[src/hdl/mgb_consts.vh]
`ifndef MGB_CONSTS_VH
`define MGB_CONSTS_VH

// ==========================================================
// Bus geometry
`define MGB_ADDR_W       12
`define MGB_DATA_W       32
`define MGB_HALF_W       16
`define MGB_B0_W         32
`define MGB_B1_W         22

// ==========================================================
// AHB-Lite encodings
`define MGB_HTRANS_NONSEQ 2'h2
`define MGB_HTRANS_SEQ    2'h3
`define MGB_HSIZE_WORD    3'h2
`define MGB_HRESP_OKAY    1'h0

// ==========================================================
// Register byte offsets
`define MGB_OFF_MASKED_OUT_B0_HI 12'h004
`define MGB_OFF_B0_DIR           12'h204
`define MGB_OFF_B0_OUT_EN        12'h208
`define MGB_OFF_B0_IRQ_MASK      12'h20C
`define MGB_OFF_B0_IRQ_DIS       12'h214
`define MGB_OFF_B1_DIR           12'h244
`define MGB_OFF_B1_IRQ_MASK      12'h24C
`define MGB_OFF_B1_IRQ_EN        12'h250
`define MGB_OFF_B1_IRQ_DIS       12'h254
`define MGB_OFF_B1_IRQ_STAT      12'h258
`define MGB_OFF_B1_IRQ_TYPE      12'h25C
`define MGB_OFF_B1_IRQ_POL       12'h260
`define MGB_OFF_B1_IRQ_ANY       12'h264

// ==========================================================
// Field positions
`define MGB_MASK_MSB 31
`define MGB_MASK_LSB 16
`define MGB_VAL_MSB  15
`define MGB_VAL_LSB  0
`define MGB_B1_MSB   21

// ==========================================================
// Reset values
`define MGB_RST_ZERO32   32'h00000000
`define MGB_RST_ZERO22   22'h000000
`define MGB_RST_ZERO16   16'h0000
`define MGB_RST_MASK_B0  32'hFFFFFFFF
`define MGB_RST_MASK_B1  22'h3FFFFF

`endif

[src/hdl/mgb_irq_detect.v]
`timescale 1ns/10ps
`default_nettype none

module mgb_irq_detect #(
   parameter WIDTH = 22
) (
   input  wire             clk,
   input  wire             rst_n,
   input  wire [WIDTH-1:0] pin_in,
   input  wire [WIDTH-1:0] edge_mode,
   input  wire [WIDTH-1:0] polarity,
   input  wire [WIDTH-1:0] both_edges,
   output reg  [WIDTH-1:0] event_hit
);

   reg [WIDTH-1:0] prev_r;
   reg             prev_ok_r;
   reg [WIDTH-1:0] rise;
   reg [WIDTH-1:0] fall;
   reg [WIDTH-1:0] edge_hit;
   reg [WIDTH-1:0] level_hit;

   // ==========================================================
   // Previous pin level, edges ignored until one sample is held
   always @(posedge clk or negedge rst_n) begin
      if (!rst_n) begin
         prev_r    <= {WIDTH{1'b0}};
         prev_ok_r <= 1'b0;
      end else begin
         prev_r    <= pin_in;
         prev_ok_r <= 1'b1;
      end
   end

   // ==========================================================
   // Per-pin event select
   always @* begin
      rise      = prev_ok_r ? (pin_in & ~prev_r) : {WIDTH{1'b0}};
      fall      = prev_ok_r ? (~pin_in & prev_r) : {WIDTH{1'b0}};
      edge_hit  = (both_edges & (rise | fall))
                | (~both_edges & ((polarity & rise) | (~polarity & fall)));
      level_hit = (polarity & pin_in) | (~polarity & ~pin_in);
      event_hit = (edge_mode & edge_hit) | (~edge_mode & level_hit);
   end

endmodule

`default_nettype wire

[src/hdl/mgb_gpio_ctrl.v]
// Functional notes
// - Masked output write updates pins 16-31 only where upper-half mask bit is zero.
// - Lower half of masked output write carries new levels for pins 16-31.
// - Reading the value half returns the held output levels after masking, never the live pin.
// - Bank 0 direction: 32 bits read/write, one means output, resets to zero.
// - Bank 0 output enable: 32 bits read/write, one enables driver only where the direction bit is also one, resets zero.
// - Bank 1 direction: 22 bits for pins 32-53, one means output, resets zero.
// - Bits 31 to 22 of every bank 1 register are ignored on write.
// - Bank 1 enable register is write-only; a one unmasks, zero leaves unchanged.
// - Bank 1 disable register is write-only; a one masks, zero leaves unchanged.
// - Bank 0 disable register is write-only; a one masks, zero leaves unchanged.
// - Bank 1 status bit sets on pin event; write one clears, zero does nothing.
// - Bank 1 type bit: zero level-sensitive, one edge-sensitive; resets to zero.
// - Bank 1 polarity bit: zero low or falling, one high or rising.
// - Bank 1 any-edge bit: zero single configured edge, one both edges.
`timescale 1ns/10ps
`default_nettype none
`include "mgb_consts.vh"

module mgb_gpio_ctrl #(
   parameter B0_W   = `MGB_B0_W,
   parameter B1_W   = `MGB_B1_W,
   parameter HALF_W = `MGB_HALF_W
) (
   input  wire                    hclk,
   input  wire                    hresetn,
   input  wire                    hsel,
   input  wire [`MGB_ADDR_W-1:0]  haddr,
   input  wire [1:0]              htrans,
   input  wire                    hwrite,
   input  wire [2:0]              hsize,
   input  wire [`MGB_DATA_W-1:0]  hwdata,
   input  wire                    hready,
   output wire                    hreadyout,
   output reg  [`MGB_DATA_W-1:0]  hrdata,
   output wire                    hresp,
   output reg  [B0_W-1:0]         bank0_pin_out,
   output reg  [B0_W-1:0]         bank0_pin_oe,
   input  wire [B1_W-1:0]         bank1_pin_in,
   output reg  [B1_W-1:0]         bank1_dir_out,
   output reg                     irq
);

   // ==========================================================
   // Address match on word index
   function reg_hit;
      input [`MGB_ADDR_W-1:0] addr;
      input [`MGB_ADDR_W-1:0] off;
      begin
         reg_hit = (addr[`MGB_ADDR_W-1:2] == off[`MGB_ADDR_W-1:2]);
      end
   endfunction

   // ==========================================================
   // Bus phase state
   reg                     wr_pend_r;
   reg [`MGB_ADDR_W-1:0]   wr_addr_r;
   wire                    addr_take;
   wire                    wr_take;
   wire                    rd_take;

   // ==========================================================
   // Register state
   reg [HALF_W-1:0]        out_hi_r;
   reg [HALF_W-1:0]        out_hi_nxt;
   reg [B0_W-1:0]          dir0_r;
   reg [B0_W-1:0]          dir0_nxt;
   reg [B0_W-1:0]          oe0_r;
   reg [B0_W-1:0]          oe0_nxt;
   reg [B0_W-1:0]          mask0_r;
   reg [B0_W-1:0]          mask0_nxt;
   reg [B1_W-1:0]          dir1_r;
   reg [B1_W-1:0]          dir1_nxt;
   reg [B1_W-1:0]          mask1_r;
   reg [B1_W-1:0]          mask1_nxt;
   reg [B1_W-1:0]          stat1_r;
   reg [B1_W-1:0]          stat1_nxt;
   reg [B1_W-1:0]          type1_r;
   reg [B1_W-1:0]          type1_nxt;
   reg [B1_W-1:0]          pol1_r;
   reg [B1_W-1:0]          pol1_nxt;
   reg [B1_W-1:0]          any1_r;
   reg [B1_W-1:0]          any1_nxt;
   reg [`MGB_DATA_W-1:0]   rd_mux;

   // ==========================================================
   // Data-phase write strobes
   wire                    we_out_hi;
   wire                    we_dir0;
   wire                    we_oe0;
   wire                    we_dis0;
   wire                    we_dir1;
   wire                    we_en1;
   wire                    we_dis1;
   wire                    we_stat1;
   wire                    we_type1;
   wire                    we_pol1;
   wire                    we_any1;
   wire [HALF_W-1:0]       wr_mask_hi;
   wire [HALF_W-1:0]       wr_val_hi;
   wire [B1_W-1:0]         wr_b1;
   wire [B1_W-1:0]         pin_event;

   // ==========================================================
   // Pin event detection, bank 1
   mgb_irq_detect #(
      .WIDTH      (B1_W)
   ) u_detect (
      .clk        (hclk),
      .rst_n      (hresetn),
      .pin_in     (bank1_pin_in),
      .edge_mode  (type1_r),
      .polarity   (pol1_r),
      .both_edges (any1_r),
      .event_hit  (pin_event)
   );

   // ==========================================================
   // AHB-Lite slave, zero wait states
   assign hreadyout = 1'b1;
   assign hresp     = `MGB_HRESP_OKAY;
   assign addr_take = hsel & hready & ((htrans == `MGB_HTRANS_NONSEQ) | (htrans == `MGB_HTRANS_SEQ));
   assign wr_take   = addr_take & hwrite & (hsize == `MGB_HSIZE_WORD);
   assign rd_take   = addr_take & ~hwrite;

   always @(posedge hclk or negedge hresetn) begin
      if (!hresetn) begin
         wr_pend_r <= 1'b0;
         wr_addr_r <= {`MGB_ADDR_W{1'b0}};
      end else begin
         if (hready) begin
            wr_pend_r <= wr_take;
         end
         if (wr_take) begin
            wr_addr_r <= haddr;
         end
      end
   end

   assign we_out_hi = wr_pend_r & reg_hit(wr_addr_r, `MGB_OFF_MASKED_OUT_B0_HI);
   assign we_dir0   = wr_pend_r & reg_hit(wr_addr_r, `MGB_OFF_B0_DIR);
   assign we_oe0    = wr_pend_r & reg_hit(wr_addr_r, `MGB_OFF_B0_OUT_EN);
   assign we_dis0   = wr_pend_r & reg_hit(wr_addr_r, `MGB_OFF_B0_IRQ_DIS);
   assign we_dir1   = wr_pend_r & reg_hit(wr_addr_r, `MGB_OFF_B1_DIR);
   assign we_en1    = wr_pend_r & reg_hit(wr_addr_r, `MGB_OFF_B1_IRQ_EN);
   assign we_dis1   = wr_pend_r & reg_hit(wr_addr_r, `MGB_OFF_B1_IRQ_DIS);
   assign we_stat1  = wr_pend_r & reg_hit(wr_addr_r, `MGB_OFF_B1_IRQ_STAT);
   assign we_type1  = wr_pend_r & reg_hit(wr_addr_r, `MGB_OFF_B1_IRQ_TYPE);
   assign we_pol1   = wr_pend_r & reg_hit(wr_addr_r, `MGB_OFF_B1_IRQ_POL);
   assign we_any1   = wr_pend_r & reg_hit(wr_addr_r, `MGB_OFF_B1_IRQ_ANY);

   assign wr_mask_hi = hwdata[`MGB_MASK_MSB:`MGB_MASK_LSB];
   assign wr_val_hi  = hwdata[`MGB_VAL_MSB:`MGB_VAL_LSB];
   assign wr_b1      = hwdata[`MGB_B1_MSB:0];

   // ==========================================================
   // Next-state of software registers
   always @* begin
      out_hi_nxt = out_hi_r;
      dir0_nxt   = dir0_r;
      oe0_nxt    = oe0_r;
      mask0_nxt  = mask0_r;
      dir1_nxt   = dir1_r;
      mask1_nxt  = mask1_r;
      type1_nxt  = type1_r;
      pol1_nxt   = pol1_r;
      any1_nxt   = any1_r;
      if (we_out_hi) begin
         out_hi_nxt = (out_hi_r & wr_mask_hi)
                    | (wr_val_hi & ~wr_mask_hi);
      end
      if (we_dir0) begin
         dir0_nxt = hwdata;
      end
      if (we_oe0) begin
         oe0_nxt = hwdata;
      end
      if (we_dis0) begin
         mask0_nxt = mask0_r | hwdata;
      end
      if (we_dir1) begin
         dir1_nxt = wr_b1;
      end
      if (we_en1) begin
         mask1_nxt = mask1_nxt & ~wr_b1;
      end
      if (we_dis1) begin
         mask1_nxt = mask1_nxt | wr_b1;
      end
      if (we_type1) begin
         type1_nxt = wr_b1;
      end
      if (we_pol1) begin
         pol1_nxt = wr_b1;
      end
      if (we_any1) begin
         any1_nxt = wr_b1;
      end
   end

   // ==========================================================
   // Sticky status, pin event wins over write-one clear
   always @* begin
      stat1_nxt = stat1_r;
      if (we_stat1) begin
         stat1_nxt = stat1_r & ~wr_b1;
      end
      stat1_nxt = stat1_nxt | pin_event;
   end

   // ==========================================================
   // Bank 0 register flops
   always @(posedge hclk or negedge hresetn) begin
      if (!hresetn) begin
         out_hi_r <= `MGB_RST_ZERO16;
      end else begin
         out_hi_r <= out_hi_nxt;
      end
   end

   always @(posedge hclk or negedge hresetn) begin
      if (!hresetn) begin
         dir0_r <= `MGB_RST_ZERO32;
      end else begin
         dir0_r <= dir0_nxt;
      end
   end

   always @(posedge hclk or negedge hresetn) begin
      if (!hresetn) begin
         oe0_r <= `MGB_RST_ZERO32;
      end else begin
         oe0_r <= oe0_nxt;
      end
   end

   always @(posedge hclk or negedge hresetn) begin
      if (!hresetn) begin
         mask0_r <= `MGB_RST_MASK_B0;
      end else begin
         mask0_r <= mask0_nxt;
      end
   end

   // ==========================================================
   // Bank 1 configuration flops
   always @(posedge hclk or negedge hresetn) begin
      if (!hresetn) begin
         dir1_r <= `MGB_RST_ZERO22;
      end else begin
         dir1_r <= dir1_nxt;
      end
   end

   always @(posedge hclk or negedge hresetn) begin
      if (!hresetn) begin
         type1_r <= `MGB_RST_ZERO22;
      end else begin
         type1_r <= type1_nxt;
      end
   end

   always @(posedge hclk or negedge hresetn) begin
      if (!hresetn) begin
         pol1_r <= `MGB_RST_ZERO22;
      end else begin
         pol1_r <= pol1_nxt;
      end
   end

   always @(posedge hclk or negedge hresetn) begin
      if (!hresetn) begin
         any1_r <= `MGB_RST_ZERO22;
      end else begin
         any1_r <= any1_nxt;
      end
   end

   // ==========================================================
   // Bank 1 mask and status flops
   always @(posedge hclk or negedge hresetn) begin
      if (!hresetn) begin
         mask1_r <= `MGB_RST_MASK_B1;
      end else begin
         mask1_r <= mask1_nxt;
      end
   end

   always @(posedge hclk or negedge hresetn) begin
      if (!hresetn) begin
         stat1_r <= `MGB_RST_ZERO22;
      end else begin
         stat1_r <= stat1_nxt;
      end
   end

   // ==========================================================
   // Read mux, fed from next values so a write just before is seen
   always @* begin
      rd_mux = `MGB_RST_ZERO32;
      if (reg_hit(haddr, `MGB_OFF_MASKED_OUT_B0_HI)) begin
         rd_mux[`MGB_VAL_MSB:`MGB_VAL_LSB] = out_hi_nxt;
      end else if (reg_hit(haddr, `MGB_OFF_B0_DIR)) begin
         rd_mux = dir0_nxt;
      end else if (reg_hit(haddr, `MGB_OFF_B0_OUT_EN)) begin
         rd_mux = oe0_nxt;
      end else if (reg_hit(haddr, `MGB_OFF_B0_IRQ_MASK)) begin
         rd_mux = mask0_nxt;
      end else if (reg_hit(haddr, `MGB_OFF_B1_DIR)) begin
         rd_mux[`MGB_B1_MSB:0] = dir1_nxt;
      end else if (reg_hit(haddr, `MGB_OFF_B1_IRQ_MASK)) begin
         rd_mux[`MGB_B1_MSB:0] = mask1_nxt;
      end else if (reg_hit(haddr, `MGB_OFF_B1_IRQ_STAT)) begin
         rd_mux[`MGB_B1_MSB:0] = stat1_nxt;
      end else if (reg_hit(haddr, `MGB_OFF_B1_IRQ_TYPE)) begin
         rd_mux[`MGB_B1_MSB:0] = type1_nxt;
      end else if (reg_hit(haddr, `MGB_OFF_B1_IRQ_POL)) begin
         rd_mux[`MGB_B1_MSB:0] = pol1_nxt;
      end else if (reg_hit(haddr, `MGB_OFF_B1_IRQ_ANY)) begin
         rd_mux[`MGB_B1_MSB:0] = any1_nxt;
      end
   end

   always @(posedge hclk or negedge hresetn) begin
      if (!hresetn) begin
         hrdata <= `MGB_RST_ZERO32;
      end else if (rd_take) begin
         hrdata <= rd_mux;
      end
   end

   // ==========================================================
   // Pin drivers and interrupt output
   always @(posedge hclk or negedge hresetn) begin
      if (!hresetn) begin
         bank0_pin_out <= `MGB_RST_ZERO32;
         bank0_pin_oe  <= `MGB_RST_ZERO32;
         bank1_dir_out <= `MGB_RST_ZERO22;
         irq           <= 1'b0;
      end else begin
         bank0_pin_out <= {out_hi_nxt, `MGB_RST_ZERO16};
         bank0_pin_oe  <= dir0_nxt & oe0_nxt;
         bank1_dir_out <= dir1_nxt;
         irq           <= |(stat1_nxt & ~mask1_nxt);
      end
   end

endmodule

`default_nettype wire

[config.mk]
export PLATFORM = sky130hd
export DESIGN_NAME = mgb_gpio_ctrl
export DESIGN_NICKNAME = d
export VERILOG_FILES = /design/src/hdl/mgb_irq_detect.v /design/src/hdl/mgb_gpio_ctrl.v
export VERILOG_INCLUDE_DIRS = /design/src /design/src/hdl
export SDC_FILE = /design/constraint.sdc
export NUM_CORES = 1
export LEC_CHECK = 0
export CORE_MARGIN = 3
export CORE_UTILIZATION = 61
export DETAILED_ROUTE_END_ITERATION = 10
export DONT_BUFFER_PORTS = 1
export GPL_TIMING_DRIVEN = 0
export PLACE_DENSITY_LB_ADDON = 0.2
export SLEW_MARGIN = 30
export SYNTH_ARGS = -nofsm -noshare
export SYNTH_HDL_FRONTEND = slang
export SYNTH_SLANG_ARGS = --single-unit
[constraint.sdc]
create_clock -name hclk -period 8.2 [get_ports hclk]
set_clock_uncertainty 0.1 [all_clocks]
set_input_delay 1.64 -clock hclk [delete_from_list [all_inputs] [get_ports hclk]]
set_output_delay 1.64 -clock hclk [all_outputs]
set_load 0.05 [all_outputs]
==> impl_metrics.toml <==
[timing]
rsz0062_at_grt = "false"
hold_viol_final = 0
fin_crit_ns = 4.07
tns_ns = 0
maxSlewViolCount = 0
worst_pin_slew_ns = 1.07
slew_headroom_pct = 28.8
final.period_utilization_pct = 49.6
setup_violations = 0
timing.fmax_mhz = 246

[critical_path]
cp.arrival_ns = 4.41
path_class = "primary input to register"
cp-start-kind = "primary input"
crit_required_ns = 8.54
crit_path_end_kind = "register"
crit_path_max_fanout = 10

[route]
postRouteAntennaNets = 0
wire_per_inst_um = 25.7
vias = 12000
drc_errors = 0
vias_per_cell = 6.57
drt_iter0_markers = 1232
first_pass_iters = 5
drt-total-wl_um = 46900

[floorplanning]
io_pins = 197
die_x_um = 168
core_sq_mm = 0.0255
initial_utilization_pct = 62.8
dieArea_sq_mm = 0.0282
die_y_um = 168
num_rows = 58

[outcome]
outcome = "complete, no violations"

[placement]
dp.cells = 1755
io_buffers = 0
gp_congestion = 0.963
place_hpwl_um = 32700

[global_routing]
grt_pass1_wl_um = 70400
grt_overflow = 0
grt_usage_pct = 32.5
grt_pass1_vias = 11700
antenna_found_initial = 1
grt_max_degree = 344

[pwr]
vdd_ir_drop_max_v = 0.000196
cellPowerDensity_mw_per_mm2 = 222
p_leak_nw = 8.22

[clock_network]
path_clk_slew_ns = 0.06
clock_latency_ns = 0.53
clock-root-buffer = "clkbuf_16"
cts_buffer_depth = 3
clock-sinks = 343
cts_resized = 0
ctsHoldBuffers = 0
cts_max_level = 2
cts_buffers = 37
cts_setup_buffers = 0
cts_tree = "yes"

[logic_synthesis]
syn-cell-area_sq_mm = 0.0160
synthArstFlopShare_pct = 100
synthCells = 1408
synth_edf_count = 0
synth_top_area_cell = "dfrtp_1"
ys_top_cells_by_area = "dfrtp_1 (45%), dfstp_2 (8.9%), mux2_2 (8.7%), mux2i_1 (3.8%), inv_1 (1.9%)"
ys.flop_type = "dfrtp_1"
yosysWarnings = 0
seq_area_frac_synth_pct = 54.1
synth.ff_latch_count = 343
avgSynthCellArea_sq_um = 11.4
synth_cell_type_count = 72
netlist.area_leader.share_pct = 45.2

[worst_hold_path]
hp-class = "register to register"

[cells_and_area]
finalNetCount = 1540
stdcell_count = 1824
area_growth_pct = 11.1
layout_commonest_cell = "dfrtp_1"
fill_cells = 1837
final_cell_mix = "dfrtp_1 (289), mux2_2 (123), inv_1 (83)"
layout-drive-gt1-share_pct = 20.0

[job]
cap_violations = 0
==> stage by stage <==
step | power (mW) | utilization (%) | hold WS [ns] | area, sq um | worst slack, ns
2_1_floorplan | 2.17 | - | 0.357 | 16100 | 4.63
3_3_place_gp | 2.23 | 64.7 | 0.377 | 16500 | 3.56
3_5_place_dp | 2.24 | 64.7 | 0.387 | 16500 | 3.75
4_1_cts | 3.94 | 69.7 | 0.402 | 17800 | 4.25
5_1_grt | 4.04 | 69.7 | 0.421 | 17800 | 3.96
6_report | 3.94 | 69.7 | 0.398 | 17800 | 4.13
==> synthesized netlist by cell type (all sizes together) (7+ instances only) <==
| cell type | n |
|---|---|
| dfrtp | 289 |
| xor2 | 22 |
| a21o | 30 |
| nand3 | 19 |
| a211oi | 25 |
| o31ai | 21 |
| a22o | 26 |
| buf | 53 |
| nand4 | 9 |
| o211ai | 9 |
| nor3 | 14 |
| xnor2 | 20 |
| a211o | 10 |
| mux2i | 61 |
| a31oi | 13 |
| nor3b | 8 |
| inv | 83 |
| nor2b | 7 |
| mux2 | 123 |
| o22ai | 30 |
| nand2b | 24 |
| a221o | 14 |
| nor2 | 77 |
| o21ai | 21 |
| o221ai | 14 |
| nand4b | 16 |
| nand2 | 81 |
| a221oi | 8 |
| clkbuf | 59 |
| and2 | 17 |
| a21oi | 52 |
| nand3b | 14 |
| dfstp | 54 |
| a22oi | 24 |
==> path summary, 6_finish.rpt <==
| path | startpoint | endpoint | slack [ns] | cells after the start |
|---|---|---|---|---|
| max | haddr[4] | hrdata[4] | 4.13 | 8 |
| min | oe0_r[7] | oe0_r[7] | 0.40 | 2 |
| max reg2reg | wr_addr_r[7] | hrdata[2] | 4.56 | 8 |
| min reg2reg | oe0_r[7] | oe0_r[7] | 0.40 | 2 |
| max in group asynchronous | hresetn | pol1_r[0] | 6.51 | 0 |
| min in group asynchronous | hresetn | u_detect.prev_r[16] | 0.72 | 0 |
==> registers in the layout, indices dropped and copies added, names as in the netlist, 32 cells and up <==
signal	flops
dir0_r	32
hrdata	32
oe0_r	32
bank0_pin_oe	32
mask0_r	32
==> per-layer routing <==
layer  GRT usage [%]  wire, um  vias up
met5               0         0        -
met3            9.96      4920      128
met2            48.1     20600      610
met4            14.1      2190        0
met1            44.8     19200     6070
li1                -         -     5175
==> report_power, final <==
group          total, mW  switching (mW)  leakage, nW  internal [mW]
clock               1.72           0.675        0.626           1.04
sequential          1.98           0.206         4.06           1.77
combinational      0.242           0.143         3.54         0.0997
total               3.94            1.02         8.22           2.91
==> worst max-delay path, stage by stage <==
cell      delay [ns]
clkbuf_1        0.38
nor2_1          0.18
nand4b_1        0.50
nand2_1         0.15
nor3_1          0.69
clkbuf_1        0.50
o21ai_0         0.19
o22ai_1         0.16
==> cell type report <==
type,instances,area (sq um),area share [%]
antenna,1,2.50,0.0141
buffer,112,554,3.12
clock buffer,63,1220,6.85
clock inverter,5,60.1,0.338
inverter,83,312,1.75
multi-input combinational,887,6560,36.9
sequential,343,8650,48.7
tap,330,413,2.32
==> logic make-up after synthesis <==
family	share of synthesized area, %
muxes	12.5
buffers and inverters	5.41
DFF	54.1
other	0.0470
and+or+nand+nor	10.7
xor gates and xnor gates	2.30
AOI/OAI and AO/OA	15.0
No activity file was read; power rests on OpenSTA's default activity.
